## config.mk

```make
export PLATFORM = sky130hd
export DESIGN_NAME = rsc_refresh_sleep_config
export DESIGN_NICKNAME = d
export VERILOG_FILES = /design/src/pkg/rsc_pkg.sv /design/src/rsc_sync.sv /design/src/rsc_refresh_sched.sv /design/src/rsc_refresh_sleep_config.sv
export SDC_FILE = /design/constraint.sdc
export NUM_CORES = 1
export LEC_CHECK = 0
export BUFFER_PORTS_ARGS = -buffer_cell sky130_fd_sc_hd__buf_2
export CAP_MARGIN = 20
export CORE_MARGIN = 2
export CORE_UTILIZATION = 30
export DETAILED_ROUTE_END_ITERATION = 16
export GPL_TIMING_DRIVEN = 1
export PLACE_DENSITY = 0.46
export SLEW_MARGIN = 5
export SYNTH_ARGS = -nofsm -noshare
export SYNTH_HDL_FRONTEND = slang
export SYNTH_SLANG_ARGS = --single-unit
```

## constraint.sdc

```tcl
create_clock -name clk_i -period 5.5 [get_ports clk_i]
set_input_delay 0 -clock clk_i [delete_from_list [all_inputs] [get_ports clk_i]]
set_output_delay 0 -clock clk_i [all_outputs]
set_load 0.005 [all_outputs]
```

## src/pkg/rsc_pkg.sv

```systemverilog
package rsc_pkg;
    // register map, byte addresses on the word-wide slave
    localparam logic [3:0]  RSC_CFG_OFS       = 4'h0;
    localparam logic [3:0]  RSC_STAT_OFS      = 4'h4;
    // configuration field positions
    localparam int          RSC_RSV_HI_MSB    = 15;
    localparam int          RSC_RSV_HI_LSB    = 8;
    localparam int          RSC_RSV7_BIT      = 7;
    localparam int          RSC_CLK_SE_BIT    = 6;
    localparam int          RSC_SLEEP_BIT     = 5;
    localparam int          RSC_PAR_MSB       = 4;
    localparam int          RSC_PAR_LSB       = 2;
    localparam int          RSC_INTV_MSB      = 1;
    // status field positions
    localparam int          RSC_ST_SLEEP_BIT  = 0;
    localparam int          RSC_ST_BUSY_BIT   = 1;
    localparam int          RSC_ST_PEND_BIT   = 2;
    localparam int          RSC_ST_XLAT_BIT   = 3;
    localparam int          RSC_ST_ROW_LSB    = 16;
    // reset values
    localparam logic [7:0]  RSC_RSV_HI_RST    = 8'hff;
    localparam logic        RSC_RSV7_VAL      = 1'b1;
    localparam logic        RSC_CLK_SE_RST    = 1'b1;
    localparam logic        RSC_SLEEP_RST     = 1'b0;
    localparam logic [2:0]  RSC_PAR_RST       = 3'h0;
    // read-only refresh interval class
    localparam logic [1:0]  RSC_INTV_4US      = 2'h1;
    localparam logic [1:0]  RSC_INTV_1US      = 2'h2;
    // partial refresh region codes
    localparam logic [2:0]  RSC_PAR_FULL      = 3'h0;
    localparam logic [2:0]  RSC_PAR_BOT_HALF  = 3'h1;
    localparam logic [2:0]  RSC_PAR_BOT_QTR   = 3'h2;
    localparam logic [2:0]  RSC_PAR_BOT_8TH   = 3'h3;
    localparam logic [2:0]  RSC_PAR_NONE      = 3'h4;
    localparam logic [2:0]  RSC_PAR_TOP_HALF  = 3'h5;
    localparam logic [2:0]  RSC_PAR_TOP_QTR   = 3'h6;
    localparam logic [2:0]  RSC_PAR_TOP_8TH   = 3'h7;
    // timing
    localparam int          RSC_ROW_W         = 13;
    localparam int          RSC_ROWS          = 8192;
    localparam int          RSC_CLK_NS        = 100;
    localparam int          RSC_ARRAY_MS_COOL = 64;
    localparam int          RSC_ARRAY_MS_HOT  = 16;
    // per-row spacing rounds down: a longest time
    localparam int          RSC_ROW_CYC_COOL  = (RSC_ARRAY_MS_COOL * 1000000)
                                                / (RSC_ROWS * RSC_CLK_NS);
    localparam int          RSC_ROW_CYC_HOT   = (RSC_ARRAY_MS_HOT * 1000000)
                                                / (RSC_ROWS * RSC_CLK_NS);
    localparam logic [7:0]  RSC_ROW_TMR_COOL  = 8'(RSC_ROW_CYC_COOL - 1);
    localparam logic [7:0]  RSC_ROW_TMR_HOT   = 8'(RSC_ROW_CYC_HOT - 1);
    localparam logic [1:0]  RSC_REFRESH_CYC   = 2'h2;
    localparam logic [1:0]  RSC_PEND_MAX      = 2'h3;
    localparam logic [2:0]  RSC_CMD_EDGES     = 3'h6;
endpackage : rsc_pkg

```

## src/rsc_sync.sv

```systemverilog
`timescale 1ns/1ns
module rsc_sync
    import rsc_pkg::*;
#(
    parameter int          W       = 1,
    parameter logic [W-1:0] RST_VAL = '0
) (
    input  wire logic         clk_i,
    input  wire logic         rst_b_i,
    input  wire logic [W-1:0] async_i,
    output logic      [W-1:0] sync_o
);
    logic [W-1:0] meta;

    // first stage feeds only the second
    always_ff @(posedge clk_i) begin
        if (!rst_b_i) begin
            meta   <= RST_VAL;
            sync_o <= RST_VAL;
        end else begin
            meta   <= async_i;
            sync_o <= meta;
        end
    end
endmodule : rsc_sync

```

## src/rsc_refresh_sched.sv

```systemverilog
`timescale 1ns/1ns
module rsc_refresh_sched
    import rsc_pkg::*;
(
    input  wire logic                 clk_i,
    input  wire logic                 rst_b_i,
    input  wire logic                 hot_i,
    input  wire logic [2:0]           region_i,
    input  wire logic                 host_idle_i,
    output logic                      busy_o,
    output logic                      pending_o,
    output logic                      row_stb_o,
    output logic      [RSC_ROW_W-1:0] row_o
);
    logic [7:0]           tmr;
    logic [1:0]           pend;
    logic [1:0]           busy_cnt;
    logic [RSC_ROW_W-1:0] ptr;

    function automatic logic [RSC_ROW_W-1:0] region_mask(input logic [2:0] c);
        unique case (c[1:0])
            2'h0:    region_mask = 13'h1fff;
            2'h1:    region_mask = 13'h0fff;
            2'h2:    region_mask = 13'h07ff;
            default: region_mask = 13'h03ff;
        endcase
    endfunction : region_mask

    wire                 none      = (region_i == RSC_PAR_NONE);
    wire                 top       = region_i[2] && !none;
    wire [RSC_ROW_W-1:0] mask      = region_mask(region_i);
    wire [RSC_ROW_W-1:0] base      = top ? ~mask : 13'h0000;
    wire                 tick      = (tmr == 8'h00);
    // refresh only in gaps between host accesses, queued work waits
    wire                 start     = host_idle_i && !busy_o && (pend != 2'h0);
    wire                 pend_up   = tick && !none && (pend != RSC_PEND_MAX);
    wire [7:0]           tmr_load  = hot_i ? RSC_ROW_TMR_HOT : RSC_ROW_TMR_COOL;

    // one row per spacing, queue of three lets a long access be caught up
    always_ff @(posedge clk_i) begin
        if (!rst_b_i) begin
            tmr <= 8'h00;
            pend <= 2'h0;
        end else begin
            tmr <= tick ? tmr_load : tmr - 8'h01;
            if (none)
                pend <= 2'h0;
            else if (pend_up && !start)
                pend <= pend + 2'h1;
            else if (start && !pend_up)
                pend <= pend - 2'h1;
        end
    end

    always_ff @(posedge clk_i) begin
        if (!rst_b_i) begin
            busy_cnt <= 2'h0;
            ptr <= 13'h0000;
            row_o <= 13'h0000;
            row_stb_o <= 1'b0;
        end else begin
            row_stb_o <= start;
            if (start) begin
                busy_cnt <= RSC_REFRESH_CYC;
                ptr <= (ptr + 13'h0001) & mask;
                row_o <= base | (ptr & mask);
            end else if (busy_cnt != 2'h0) begin
                busy_cnt <= busy_cnt - 2'h1;
            end
        end
    end

    assign busy_o    = (busy_cnt != 2'h0);
    assign pending_o = (pend != 2'h0);
endmodule : rsc_refresh_sched

```

## src/rsc_refresh_sleep_config.sv

```systemverilog
`timescale 1ns/1ns
module rsc_refresh_sleep_config
    import rsc_pkg::*;
#(
    parameter logic HOT_GRADE = 1'b0
) (
    input  wire logic                 clk_i,
    input  wire logic                 rst_b_i,
    // avalon-mm slave
    input  wire logic [3:0]           avs_address_i,
    input  wire logic                 avs_read_i,
    input  wire logic                 avs_write_i,
    input  wire logic [31:0]          avs_writedata_i,
    input  wire logic [3:0]           avs_byteenable_i,
    output logic      [31:0]          avs_readdata_o,
    output logic                      avs_waitrequest_o,
    // memory bus pins
    input  wire logic                 chip_select_b_i,
    input  wire logic                 bus_tick_i,
    input  wire logic                 inverted_bus_tick_i,
    input  wire logic                 read_write_strobe_i,
    output logic                      read_write_strobe_o,
    output logic                      read_write_strobe_oe_o,
    // array side
    output logic                      retention_sleep_state_o,
    output logic                      refresh_row_stb_o,
    output logic      [RSC_ROW_W-1:0] refresh_row_o,
    output logic                      inverted_tick_en_o
);
    typedef enum logic [1:0] {RSC_IDLE, RSC_CMD_ADDR, RSC_XFER} rsc_link_t;

    logic [2:0]           pins_s;
    logic                 tick_q;
    logic                 cs_b_q;
    logic [7:0]           rsv_hi;
    logic                 clk_se;
    logic                 sleep;
    logic [2:0]           region;
    logic [2:0]           edge_cnt;
    logic                 xlat;
    rsc_link_t            link_st;
    rsc_link_t            next_link_st;
    logic                 rf_busy;
    logic                 rf_pend;
    logic                 rf_stb;
    logic [RSC_ROW_W-1:0] rf_row;

    rsc_sync #(
        .W       (3),
        // idle pin levels, so no false tick edge follows reset
        .RST_VAL (3'h6)
    ) u_pin_sync (
        .clk_i   (clk_i),
        .rst_b_i (rst_b_i),
        .async_i ({chip_select_b_i, inverted_bus_tick_i, bus_tick_i}),
        .sync_o  (pins_s)
    );

    // strobe input is only meaningful for masked writes, not handled here
    wire        unused_strobe_in = read_write_strobe_i;

    wire        cs_b_s      = pins_s[2];
    // single-ended ignores the complement entirely
    wire        tick_lvl    = clk_se ? pins_s[0] : (pins_s[0] & ~pins_s[1]);
    wire        tick_edge   = tick_lvl ^ tick_q;
    wire        cs_fall     = cs_b_q && !cs_b_s;
    wire        host_idle   = cs_b_s && cs_b_q;
    wire [1:0]  intv        = HOT_GRADE ? RSC_INTV_1US : RSC_INTV_4US;

    // bus decode
    wire        req         = avs_read_i || avs_write_i;
    wire        take        = req && avs_waitrequest_o;
    wire        sel_cfg     = (avs_address_i == RSC_CFG_OFS);
    wire        sel_stat    = (avs_address_i == RSC_STAT_OFS);
    wire        wr_cfg      = avs_write_i && !avs_waitrequest_o && sel_cfg;
    wire        wr_lo       = wr_cfg && avs_byteenable_i[0];
    wire        wr_hi       = wr_cfg && avs_byteenable_i[1];
    wire        sleep_set   = wr_lo && avs_writedata_i[RSC_SLEEP_BIT];
    wire        sleep_clr   = wr_lo && !avs_writedata_i[RSC_SLEEP_BIT];

    wire [15:0] cfg_word    = {rsv_hi, RSC_RSV7_VAL, clk_se, sleep, region, intv};
    wire [31:0] stat_word   = {3'h0, rf_row, 12'h000, xlat, rf_pend, rf_busy, sleep};
    wire [31:0] rd_mux      = sel_cfg  ? {16'h0000, cfg_word} :
                              sel_stat ? stat_word : 32'h0000_0000;

    // one wait cycle: request taken, then answered at the next edge
    always_ff @(posedge clk_i) begin
        if (!rst_b_i) begin
            avs_waitrequest_o <= 1'b1;
            avs_readdata_o    <= 32'h0000_0000;
        end else begin
            avs_waitrequest_o <= !take;
            if (take && avs_read_i)
                avs_readdata_o <= rd_mux;
        end
    end

    // configuration fields; bits 1:0 and 7 have no storage
    always_ff @(posedge clk_i) begin
        if (!rst_b_i) begin
            rsv_hi <= RSC_RSV_HI_RST;
            clk_se <= RSC_CLK_SE_RST;
            region <= RSC_PAR_RST;
        end else begin
            if (wr_hi)
                rsv_hi <= avs_writedata_i[RSC_RSV_HI_MSB:RSC_RSV_HI_LSB];
            if (wr_lo) begin
                clk_se <= avs_writedata_i[RSC_CLK_SE_BIT];
                region <= avs_writedata_i[RSC_PAR_MSB:RSC_PAR_LSB];
            end
        end
    end

    // reset leaves sleep; a write of one in the select-low cycle wins
    always_ff @(posedge clk_i) begin
        if (!rst_b_i)
            sleep <= RSC_SLEEP_RST;
        else if (sleep_set)
            sleep <= 1'b1;
        else if (sleep_clr || (sleep && cs_fall))
            sleep <= 1'b0;
    end

    always_ff @(posedge clk_i) begin
        if (!rst_b_i) begin
            tick_q <= 1'b0;
            cs_b_q <= 1'b1;
        end else begin
            tick_q <= tick_lvl;
            cs_b_q <= cs_b_s;
        end
    end

    // refresh runs in sleep as well, so the array holds its data
    rsc_refresh_sched u_sched (
        .clk_i       (clk_i),
        .rst_b_i     (rst_b_i),
        .hot_i       (HOT_GRADE),
        .region_i    (region),
        .host_idle_i (host_idle),
        .busy_o      (rf_busy),
        .pending_o   (rf_pend),
        .row_stb_o   (rf_stb),
        .row_o       (rf_row)
    );

    // link phases
    always_comb begin
        next_link_st = link_st;
        unique case (link_st)
            RSC_IDLE: if (cs_fall && !sleep) next_link_st = RSC_CMD_ADDR;
            RSC_CMD_ADDR: begin
                if (cs_b_s)
                    next_link_st = RSC_IDLE;
                else if (tick_edge && edge_cnt == RSC_CMD_EDGES - 3'h1)
                    next_link_st = RSC_XFER;
            end
            RSC_XFER: if (cs_b_s) next_link_st = RSC_IDLE;
        endcase
    end

    always_ff @(posedge clk_i) begin
        if (!rst_b_i) begin
            link_st  <= RSC_IDLE;
            edge_cnt <= 3'h0;
            xlat     <= 1'b0;
        end else begin
            link_st <= next_link_st;
            if (link_st != RSC_CMD_ADDR)
                edge_cnt <= 3'h0;
            else if (tick_edge)
                edge_cnt <= edge_cnt + 3'h1;
            if (cs_fall)
                xlat <= rf_busy || rf_pend;
        end
    end

    // strobe driven only through command-address
    always_ff @(posedge clk_i) begin
        if (!rst_b_i) begin
            read_write_strobe_o    <= 1'b0;
            read_write_strobe_oe_o <= 1'b0;
        end else begin
            read_write_strobe_oe_o <= (next_link_st == RSC_CMD_ADDR);
            read_write_strobe_o    <= (next_link_st == RSC_CMD_ADDR) &&
                                      (cs_fall ? (rf_busy || rf_pend) : xlat);
        end
    end

    always_ff @(posedge clk_i) begin
        if (!rst_b_i) begin
            retention_sleep_state_o <= RSC_SLEEP_RST;
            refresh_row_stb_o       <= 1'b0;
            refresh_row_o           <= 13'h0000;
            inverted_tick_en_o      <= 1'b0;
        end else begin
            retention_sleep_state_o <= sleep;
            refresh_row_stb_o       <= rf_stb;
            refresh_row_o           <= rf_row;
            inverted_tick_en_o      <= !clk_se;
        end
    end
endmodule : rsc_refresh_sleep_config

```

==> results of run 1 <==
==> synth_stat cells (all sizes together) (2+ instances only) <==
| cell | instances |
|---|---|
| buf | 11 |
| nand2 | 55 |
| and2 | 21 |
| mux2i | 3 |
| ha | 7 |
| a22o | 13 |
| xnor2 | 9 |
| a31oi | 3 |
| nor2b | 2 |
| nand2b | 6 |
| a21oi | 21 |
| xor2 | 13 |
| nor4 | 4 |
| nor3b | 2 |
| a211oi | 4 |
| a22oi | 10 |
| dfxtp | 114 |
| and3 | 2 |
| nor3 | 6 |
| a32oi | 2 |
| o211ai | 3 |
| or3 | 2 |
| nor2 | 57 |
| nand3 | 30 |
| a311oi | 2 |
| or2 | 2 |
| inv | 9 |
| o21ai | 6 |
| nand4 | 4 |
| clkbuf | 14 |
==> worst max-delay path by stage <==
stage	slack, ps	to	startpoint
4_1_cts	3250	u_sched.pend[1]$_SDFFE_PP0P_	u_pin_sync.sync_o[2]$_SDFF_PN1_
2_1_floorplan	3580	u_sched.pend[1]$_SDFFE_PP0P_	u_sched.tmr[0]$_SDFF_PN0_
6_report	3250	clk_se$_SDFFE_PN1N_	avs_address_i[3]
3_3_place_gp	3280	u_sched.pend[1]$_SDFFE_PP0P_	u_pin_sync.sync_o[2]$_SDFF_PN1_
5_1_grt	3030	avs_readdata_o[12]$_SDFFE_PN0P_	avs_waitrequest_o$_SDFF_PN1_
3_5_place_dp	3260	u_sched.pend[1]$_SDFFE_PP0P_	u_pin_sync.sync_o[2]$_SDFF_PN1_
==> cell families after synthesis <==
logic type	after synthesis	share of synthesized area (%)
other	1	0.0891
XOR/XNOR	22	4.58
AND/OR/NAND/NOR	195	22.7
AO/OA/AOI/OAI	70	11.9
buffers and inverters	34	3.75
adder cells (fa/ha/maj)	7	2.08
multiplexers	3	0.713
flip-flops	114	54.2
==> metrics by stage <==
step	cell area, sq um	utilization (%)	power (W)
floorplan	4220	-	0.00116
global placement	4710	34.2	0.00123
detailed placement	4710	34.2	0.00123
CTS	5600	40.7	0.00229
global route	5610	40.7	0.00238
finish	5610	40.7	0.00226
==> routing by layer <==
layer / up-vias / track usage (%) / part of all wire, %
met1: 1627 / 17.6 / 48
met3: 7 / 4.88 / 3.4
li1: 1737 / - / -
met4: 0 / 6.03 / 1.0
met2: 49 / 21.2 / 47
met5: - / 0 / 0
==> power by group <==
part | leakage (nW) | internal [W] | switching (W)
clock network | 0.285 | 0.000684 | 0.000352
registers | 0.925 | 0.000886 | 0.0000452
logic | 1.10 | 0.000123 | 0.000170
total | 2.31 | 0.00169 | 0.000567
==> area by class of cell <==
cell class | count | area [sq um]
inverters | 9 | 33.8
fillers | 1421 | 8160
clock inverters | 5 | 50.0
repair buffers | 110 | 726
flip-flops and latches | 114 | 2280
well taps | 180 | 225
multi-input cells | 300 | 1780
clock buffers | 25 | 515
==> sequential cells by signal, indices dropped and copies added (netlist names), 2 cells and up <==
name / flops
avs_readdata_o: 29
refresh_row_o: 13
u_sched.ptr: 13
u_sched.row_o: 13
rsv_hi: 8
u_sched.tmr: 8
edge_cnt: 3
region: 3
u_pin_sync.meta: 3
u_pin_sync.sync_o: 3
link_st: 2
u_sched.busy_cnt: 2
u_sched.pend: 2
==> worst reg2reg max path, cell delays in order, from the launching register on <==
cell and delay (ps):
dfxtp_1 480, o211ai_4 160, nor2_4 430, inv_2 290
ha_1 300, xor2_1 140, nor2_1 120, xnor2_1 120
nor2_1 50
==> metrics.yaml, run 1 <==
sta:
  fin_hold_ws_ps: 31.3
  rsz_0062_raised_after_global_routing: "false"
  hold_violations: 0
  achievable-frequency_mhz: 445
  tns_setup_ps: 0
  timing.clock.skew_ps: 9.53
  post-route-min-period_ps: 2250
  worst_slew_margin_rel_pct: 48.0
  final_count_of_negative_setup_slack_endpoints: 0
  timing.final.crit_share_pct: 40.9
  timing_worst_slew_pin_value_ps: 777
  slew_violations: 0
  worst_slack_ps: 3250
setup_path:
  critical_path.top_delay_family: "simple AND/OR/NAND/NOR gates"
  worstPathBufferInverterCount: 3
  timing_worst_setup_path_type: "in2reg"
  crit_path_max_fanout: 14
  regToRegEndpoint: "u_sched.pend[1]$_SDFFE_PP0P_"
  critical_path.endpoint_type: "flop"
  cp_data_arrival_time_ps: 2580
  setup.reg_to_reg.worst_slack_ps: 3290
  timing.critical_path.from_type: "primary input"
  rr_startpoint: "u_pin_sync.sync_o[2]$_SDFF_PN1_"
  critPathRequiredTime_ps: 5830
  critical_path.max_stage_delay_ps: 680
  length_in_cells_of_the_worst_reg_to_reg_path: 8
  worst_path_max_delay_cell: "nor4b_4"
  crit_path_cell_trace: "dlygate4sd3_1, buf_2, or3_4, nor4b_4, nand3_1, dlygate4sd3_1, nand3_1"
  critical_path_cell_count: 7
logic_synthesis:
  syn-instance-count: 446
  dominantRegCellSynth: "dfxtp_1"
  synthDominantAreaCellType: "dfxtp_1"
  synth_area_leaders: "dfxtp_1 54%, nor2_1 5.0%, nand2_1 4.8%, nand3_1 3.6%, and2_1 3.1%"
  flip_flop_and_latch_count_after_synthesis: 114
  post-synth-top-area-fraction_pct: 54.2
  post_synth_instance_area_sq_um: 4210
  syn_area_per_cell_sq_um: 9.44
  yosys_warnings: 0
  sequential_element_share_of_the_synthesized_area_pct: 54.2
  netlist-cell-type-count: 51
  synth_enable_flop_cells: 0
  asyncSetResetFlopFracSynth_pct: 0
place:
  port_buffers: 73
  weighted_congestion_at_the_end_of_routability_driven_global_placement: 0.798
  preCtsSetupSlack_ps: 3260
  placed_cells_incl_taps: 679
  detailedPlacementHpwl_microns: 6300
clocking:
  cts.repair_timing.setup_buffer_count: 0
  cts_made_buffers: 17
  clk_latency_ps: 410
  number_of_hold_buffers_added_after_cts: 33
  clockRootBuffer: "clkbuf_16"
  tritoncts: "yes"
  post_cts.resized_instances: 0
  cts.reportedPaths.clkPinSlew_ps: 50
  htree_num_levels: 4
  cts_buffer_depth: 2
  cts.sink_count: 114
drt:
  detailedRoute.firstPassIterationCount: 7
  ant_nets: 0
  route.detailed.vias_per_inst: 4.60
  drtIter0Drc: 151
  post_drt_wl_per_cell_microns: 13.0
  drt_drc_violations_left: 0
  postRouteWirelength_microns: 9630
  routed-via-count: 3420
pwr:
  leakage_nw: 2.31
  power_density_nw_per_um2: 403
  power.ir.vdd_worst_mv: 0.218
worst_hold_path:
  hold_path_depth: 4
  min_path_type: "in2reg"
  min_from: "avs_byteenable_i[0]"
  hold-path-endpoint: "clk_se$_SDFFE_PN1N_"
grt:
  grt_first_pass_wirelength_microns: 16000
  grtUsageTotal_pct: 13.9
  antenna_found_initial: 0
  grt_max_degree: 56
  grt_overflow: 0
  first_global_vias: 3245
final_layout:
  drive_above_1_share_pct: 20.6
  final_cell_mix: "114 x dfxtp_1, 73 x buf_2, 56 x nor2_1"
  fin_nets: 607
  num_antenna_cells: 0
  layout_commonest_cell: "dfxtp_1"
  syn_to_final_growth_pct: 33.3
  finish.cell_count_without_fillers: 743
floorplanning:
  die_x_microns: 122
  floorplan.die.height_microns: 122
  std_cell_rows: 43
  starting_utilization_of_the_core_area_pct: 30.6
  dieArea_sq_um: 15000
  core_sq_um: 13800
  floorplan.io_pins: 99
flow_run:
  drv_cap: 0
outcome:
  status: "completed"
No activity file was read; power rests on OpenSTA's default activity.
==> run 2, diff against run 1 <==
Settings changed: PLACE_DENSITY 0.46 to 0.47.
Clock period 5.5 ns to 2 ns, I/O delays scaled along.
==> metrics.yaml, run 2 (synthesized netlist as in run 1, its figures left out) <==
outcome:
  status: "complete, but fails checks"
  failed_checks: "setup timing"
pwr:
  power_density_nw_per_um2: 1160  # +190%
  leakage_nw: 2.41  # +4.1%
  p_seq_share_pct: 38.2  # -3.0 points
  sw_share_pct: 25.4  # +0.29 points
  combinationalPowerShare_pct: 15.4  # +2.5 points
  internal_power_w: 0.00506  # +200%
  clock_power_share_pct: 46.4  # +0.6 points
  net-switching-power_w: 0.00172  # +200%
  power.ir.vdd_worst_mv: 0.543  # +150%
setup_path:
  length_in_cells_of_the_worst_reg_to_reg_path: 10  # +2
  critical_path.max_stage_delay_ps: 400  # -280 ps
  regToRegEndpoint: "u_sched.pend[1]$_SDFFE_PP0P_"
  critPathRequiredTime_ps: 2300  # -3530 ps
  worstPathBufferInverterCount: 1  # -2
  critical_path.endpoint_type: "flop"
  rr_startpoint: "u_sched.tmr[0]$_SDFF_PN0_"
  crit_path_cell_trace: "inv_2, ha_4, nand3_4, or3_4, a221oi_4, ha_4, xor2_1, nor2_1, xnor2_1, nor2_1"
  cp_data_arrival_time_ps: 2300  # -280 ps
  setup.reg_to_reg.worst_slack_ps: -0.5  # -3290 ps
  crit_path_max_fanout: 3  # -11
  timing_worst_setup_path_type: "reg2reg"
  timing.critical_path.from_type: "flop"
  critical_path.top_delay_family: "simple AND/OR/NAND/NOR gates"
  worst_path_max_delay_cell: "or3_4"
worst_hold_path:
  hold_path_depth: 4  # unchanged
  hold-path-endpoint: "clk_se$_SDFFE_PN1N_"
  min_from: "avs_byteenable_i[0]"
  min_path_type: "in2reg"
grt:
  grtUsageTotal_pct: 14.2  # +0.40 points
  grt_max_degree: 41  # -27%
  first_global_vias: 3401  # +4.8%
  grt_overflow: 0  # unchanged
  antenna_found_initial: 0  # unchanged
  grt_first_pass_wirelength_microns: 16400  # +2.3%
clocking:
  cts_made_buffers: 17  # unchanged
  cts.sink_count: 114  # unchanged
  clockRootBuffer: "clkbuf_16"
  tritoncts: "yes"
  clk_latency_ps: 410  # about the same
  cts_buffer_depth: 2  # unchanged
  cts.reportedPaths.clkPinSlew_ps: 50  # about the same
  htree_num_levels: 4  # unchanged
final_layout:
  regArea_sq_um: 2280  # +0.11%
  fin_nets: 621  # +2.3%
  layout_commonest_cell: "dfxtp_1"
  finalCoreUtilization_pct: 42.4  # +1.7 points
  multi_input_area_sq_um: 1850  # +3.9%
  num_antenna_cells: 0  # unchanged
  syn_to_final_growth_pct: 38.7
  regMostFlops: "avs_readdata_o"
  drive_above_1_share_pct: 24.7  # +4.1 points
  layout.filler_cells: 1400  # -1.5%
  final_cell_mix: "112 x dfxtp_1, 73 x buf_2, 54 x nor2_1, 54 x nand2_1, 33 x dlygate4sd3_1"
  largest_register_ff_count: 29  # unchanged
drt:
  post_drt_wl_per_cell_microns: 13.2  # +2.0%
  drtIter0Drc: 202  # +34%
  postRouteWirelength_microns: 10000  # +4.0%
  ant_nets: 0  # unchanged
  routed-via-count: 3512  # +2.7%
  route.detailed.vias_per_inst: 4.63  # +0.66%
  detailedRoute.firstPassIterationCount: 4  # -3
  drt_drc_violations_left: 0  # unchanged
place:
  detailedPlacementHpwl_microns: 6570  # +4.4%
  weighted_congestion_at_the_end_of_routability_driven_global_placement: 0.753  # -5.7%
  port_buffers: 73  # unchanged
sta:
  timing.final.crit_share_pct: 100
  hold_violations: 0  # unchanged
  achievable-frequency_mhz: 500
  timing.clock.skew_ps: 9.79  # +0.263 ps
  final_count_of_negative_setup_slack_endpoints: 1  # +1
  slew_violations: 0  # unchanged
  timing_worst_slew_pin_value_ps: 567  # -210 ps
  post-route-min-period_ps: 2000
  tns_setup_ps: -0.483  # -0.483 ps
  worst_slack_ps: -0.483  # -3250 ps
  worst_slew_margin_rel_pct: 61.7  # +14 points
floorplanning:
  std_cell_rows: 43  # unchanged
  die_x_microns: 122  # unchanged
  core_sq_um: 13800  # unchanged
  dieArea_sq_um: 15000  # unchanged
  floorplan.die.height_microns: 122  # unchanged
  floorplan.io_pins: 99  # unchanged
  starting_utilization_of_the_core_area_pct: 30.6  # unchanged
flow_run:
  drv_cap: 0  # unchanged
run 2: final cells by class:
class                   count  share of cell area [%]
clock inverters            11                    2.74
clock buffers              20                    7.82
multi-input cells         300                    31.6
repair buffers            124                    14.2
flip-flops and latches    114                    39.1
inverters                   9                   0.579
well taps                 180                    3.86
run 2: repair_timing:
item                                    in CTS  in global routing
hold endpoints to repair                    18                  0
buffers inserted                             0                  4
gates resized for setup                      0                 16
endpoints found under the setup margin       0                  2
hold buffers                                33                  0
run 2: worst reg2reg max path, cell delays in order (launching register included):
cell,delay (ps)
dfxtp_2,330
inv_2,80
ha_4,140
nand3_4,60
or3_4,400
a221oi_4,230
ha_4,170
xor2_1,180
nor2_1,90
xnor2_1,160
nor2_1,60
run 2: through the flow:
stage                     worst slack, ps  hold WS [ps]  area, sq um  std cells  total power, W
after floorplan                      80.3           101         4220        448         0.00320
after global placement               94.4           186         4780        689         0.00343
after detailed placement             55.4           188         4780        689         0.00345
after CTS                            45.4          10.3         5730        753         0.00665
after global routing                -68.9          50.4         5840        758         0.00710
final                              -0.483          25.8         5840        758         0.00679
run 2: power by group through the flow:
stage	registers, W	logic [W]	clock network [W]
6_report	0.00259	0.00105	0.00315
5_1_grt	0.00261	0.00116	0.00333
4_1_cts	0.00257	0.000874	0.00321
3_5_place_dp	0.00261	0.000837	0
3_3_place_gp	0.00261	0.000826	0
2_1_floorplan	0.00258	0.000616	0
run 2: per-layer routing:
layer,track usage [%],share of wire (%),vias to the layer above
met5,0,0,-
met4,7.54,2.4,0
met3,5.07,4.3,20
met2,21.9,46,65
met1,17.5,47,1666
li1,-,-,1761
run 2: worst max-delay path by stage:
stage | startpoint | end | slack (ps) | cells after the start
after floorplan | u_sched.tmr[0]$_SDFF_PN0_ | u_sched.pend[1]$_SDFFE_PP0P_ | 80 | 9
after global placement | u_sched.tmr[0]$_SDFF_PN0_ | u_sched.pend[1]$_SDFFE_PP0P_ | 90 | 9
after detailed placement | u_sched.tmr[0]$_SDFF_PN0_ | u_sched.pend[1]$_SDFFE_PP0P_ | 60 | 9
after CTS | u_sched.tmr[0]$_SDFF_PN0_ | u_sched.pend[1]$_SDFFE_PP0P_ | 50 | 9
after global routing | u_sched.tmr[0]$_SDFF_PN0_ | u_sched.pend[1]$_SDFFE_PP0P_ | -70 | 10
final | u_sched.tmr[0]$_SDFF_PN0_ | u_sched.pend[1]$_SDFFE_PP0P_ | -0.5 | 10
==> run 3, diff against run 2 <==
Settings changed: CORE_MARGIN 2 to 8, PLACE_DENSITY 0.47 to 0.51.
==> metrics.yaml, run 3 (synthesized netlist as in run 1, its figures left out) <==
clocking:
  clk_latency_ps: 400  # about the same
  tritoncts: "yes"
  cts.reportedPaths.clkPinSlew_ps: 50  # about the same
  htree_num_levels: 4  # unchanged
  cts.sink_count: 114  # unchanged
  cts_buffer_depth: 2  # unchanged
  clockRootBuffer: "clkbuf_16"
  cts_made_buffers: 17  # unchanged
sta:
  hold_violations: 0  # unchanged
  fin_hold_ws_ps: 27.9  # +2.07 ps
  worst_slack_ps: 71.5  # +72.0 ps
  achievable-frequency_mhz: 519  # +3.7%
  tns_setup_ps: 0  # +0.483 ps
  timing_worst_slew_pin_value_ps: 492  # -74.8 ps
  timing.clock.skew_ps: 9.12  # -0.672 ps
  rsz_0062_raised_after_global_routing: "true"
  post-route-min-period_ps: 1930  # -72.0 ps
  slew_violations: 0  # unchanged
  timing.final.crit_share_pct: 96.4  # -3.6 points
  worst_slew_margin_rel_pct: 66.7  # +5.1 points
  final_count_of_negative_setup_slack_endpoints: 0  # -1
drt:
  drtIter0Drc: 186  # -7.9%
  route.detailed.vias_per_inst: 4.55  # -1.8%
  ant_nets: 0  # unchanged
  post_drt_wl_per_cell_microns: 14.3  # +7.8%
  drt_drc_violations_left: 0  # unchanged
  postRouteWirelength_microns: 10700  # +7.1%
  routed-via-count: 3426  # -2.4%
  detailedRoute.firstPassIterationCount: 4  # unchanged
setup_path:
  crit_path_end: "u_sched.pend[1]$_SDFFE_PP0P_"
  crit_path_max_fanout: 3  # unchanged
  setup.reg_to_reg.worst_slack_ps: 70  # +70 ps
  length_in_cells_of_the_worst_reg_to_reg_path: 10  # unchanged
  timing_worst_setup_path_type: "reg2reg"
  critPathRequiredTime_ps: 2290  # about the same
  rr_startpoint: "u_sched.tmr[0]$_SDFF_PN0_"
  timing.critical_path.from_type: "flop"
  regToRegEndpoint: "u_sched.pend[1]$_SDFFE_PP0P_"
  crit_path_start: "u_sched.tmr[0]$_SDFF_PN0_"
  cp_data_arrival_time_ps: 2220  # -80 ps
  critical_path.endpoint_type: "flop"
floorplanning:
  core_sq_um: 13800  # unchanged
  starting_utilization_of_the_core_area_pct: 30.6  # unchanged
  std_cell_rows: 43  # unchanged
  die_x_microns: 134  # +9.8%
  floorplan.die.height_microns: 134  # +9.8%
  dieArea_sq_um: 18100  # +21%
  floorplan.io_pins: 99  # unchanged
flow_run:
  drv_cap: 0  # unchanged
worst_hold_path:
  min_path_type: "in2reg"
place:
  port_buffers: 73  # unchanged
  placed_cell_area_sq_um: 4780  # unchanged
  detailedPlacementHpwl_microns: 7220  # +9.8%
  preCtsSetupSlack_ps: -12.9  # -68.3 ps
  weighted_congestion_at_the_end_of_routability_driven_global_placement: 0.779  # +3.4%
final_layout:
  layout_commonest_cell: "dfxtp_1"
  syn_to_final_growth_pct: 37.8
  num_antenna_cells: 0  # unchanged
  final_cell_mix: "113 x dfxtp_1, 73 x buf_2, 54 x nor2_1, 54 x nand2_1, 33 x dlygate4sd3_1"
  fin_area_sq_um: 5800  # -0.66%
  fin_nets: 617  # -0.64%
  drive_above_1_share_pct: 24.1  # -0.66 points
  largest_register_ff_count: 29  # unchanged
  regMostFlops: "avs_readdata_o"
grt:
  grtUsageTotal_pct: 12.2  # -2.0 points
  antenna_found_initial: 0  # unchanged
  grt_first_pass_wirelength_microns: 17600  # +7.5%
  grt_overflow: 0  # unchanged
  first_global_vias: 3459  # +1.7%
  grt_max_degree: 41  # unchanged
pwr:
  power_density_nw_per_um2: 1160  # about the same
  power.ir.vdd_worst_mv: 0.734  # +35%
  leakage_nw: 2.39  # -0.60%
outcome:
  status: "completed"
run 3: cell type report:
class	instances	area [sq um]
Clock buffer	21	470
Clock inverter	9	155
Fill cell	1375	7970
Inverter	9	33.8
Multi-Input combinational cell	300	1830
Sequential cell	114	2280
Tap cell	180	225
Timing Repair Buffer	120	801
run 3: worst max-delay path, cell delays in order, from the launching register on:
cell and delay, ps:
dfxtp_2 330, inv_2 70, ha_4 130, nand3_2 70
or3_4 340, a221oi_2 200, ha_2 230, xor2_2 200
nor2_4 50, xnor2_1 140, nor2_1 60
run 3: power by group:
part           internal [W]  switching, W  total, W
Clock               0.00217       0.00100   0.00317
Combinational      0.000450      0.000538  0.000988
Sequential          0.00244      0.000150   0.00259
Total               0.00505       0.00169   0.00674
run 3: metrics by stage:
| stage | instances | power [W] | util [%] |
|---|---|---|---|
| 2_1_floorplan | 448 | 0.00320 | - |
| 6_report | 753 | 0.00674 | 42.1 |
| 3_3_place_gp | 689 | 0.00343 | 34.7 |
| 4_1_cts | 752 | 0.00671 | 41.7 |
| 3_5_place_dp | 689 | 0.00346 | 34.7 |
| 5_1_grt | 753 | 0.00707 | 42.1 |
run 3: what timing repair did:
item,4_1_cts,5_1_grt
hold buffers,33,0
buffers inserted,0,0
endpoints found under the setup margin,1,2
pin swaps,1,1
endpoints found under the hold margin,18,0
gates resized for setup,3,11
run 3: routing by layer:
layer	vias up	GRT usage, %	share of wire [%]
met5	-	0	0
met4	0	5.93	2.1
met3	21	3.19	3.2
met2	63	20.8	49
met1	1599	14.0	45
li1	1743	-	-
run 3: worst min path at each step:
stage	cells past startpoint	to	start	slack (ps)
floorplan	1	u_pin_sync.meta[1]$_SDFF_PN1_	inverted_bus_tick_i	100
global placement	2	u_pin_sync.meta[1]$_SDFF_PN1_	inverted_bus_tick_i	190
detailed placement	2	u_pin_sync.meta[2]$_SDFF_PN1_	chip_select_b_i	190
CTS	4	clk_se$_SDFFE_PN1N_	avs_byteenable_i[0]	10
global route	4	clk_se$_SDFFE_PN1N_	avs_byteenable_i[0]	40
finish	4	clk_se$_SDFFE_PN1N_	avs_byteenable_i[0]	30
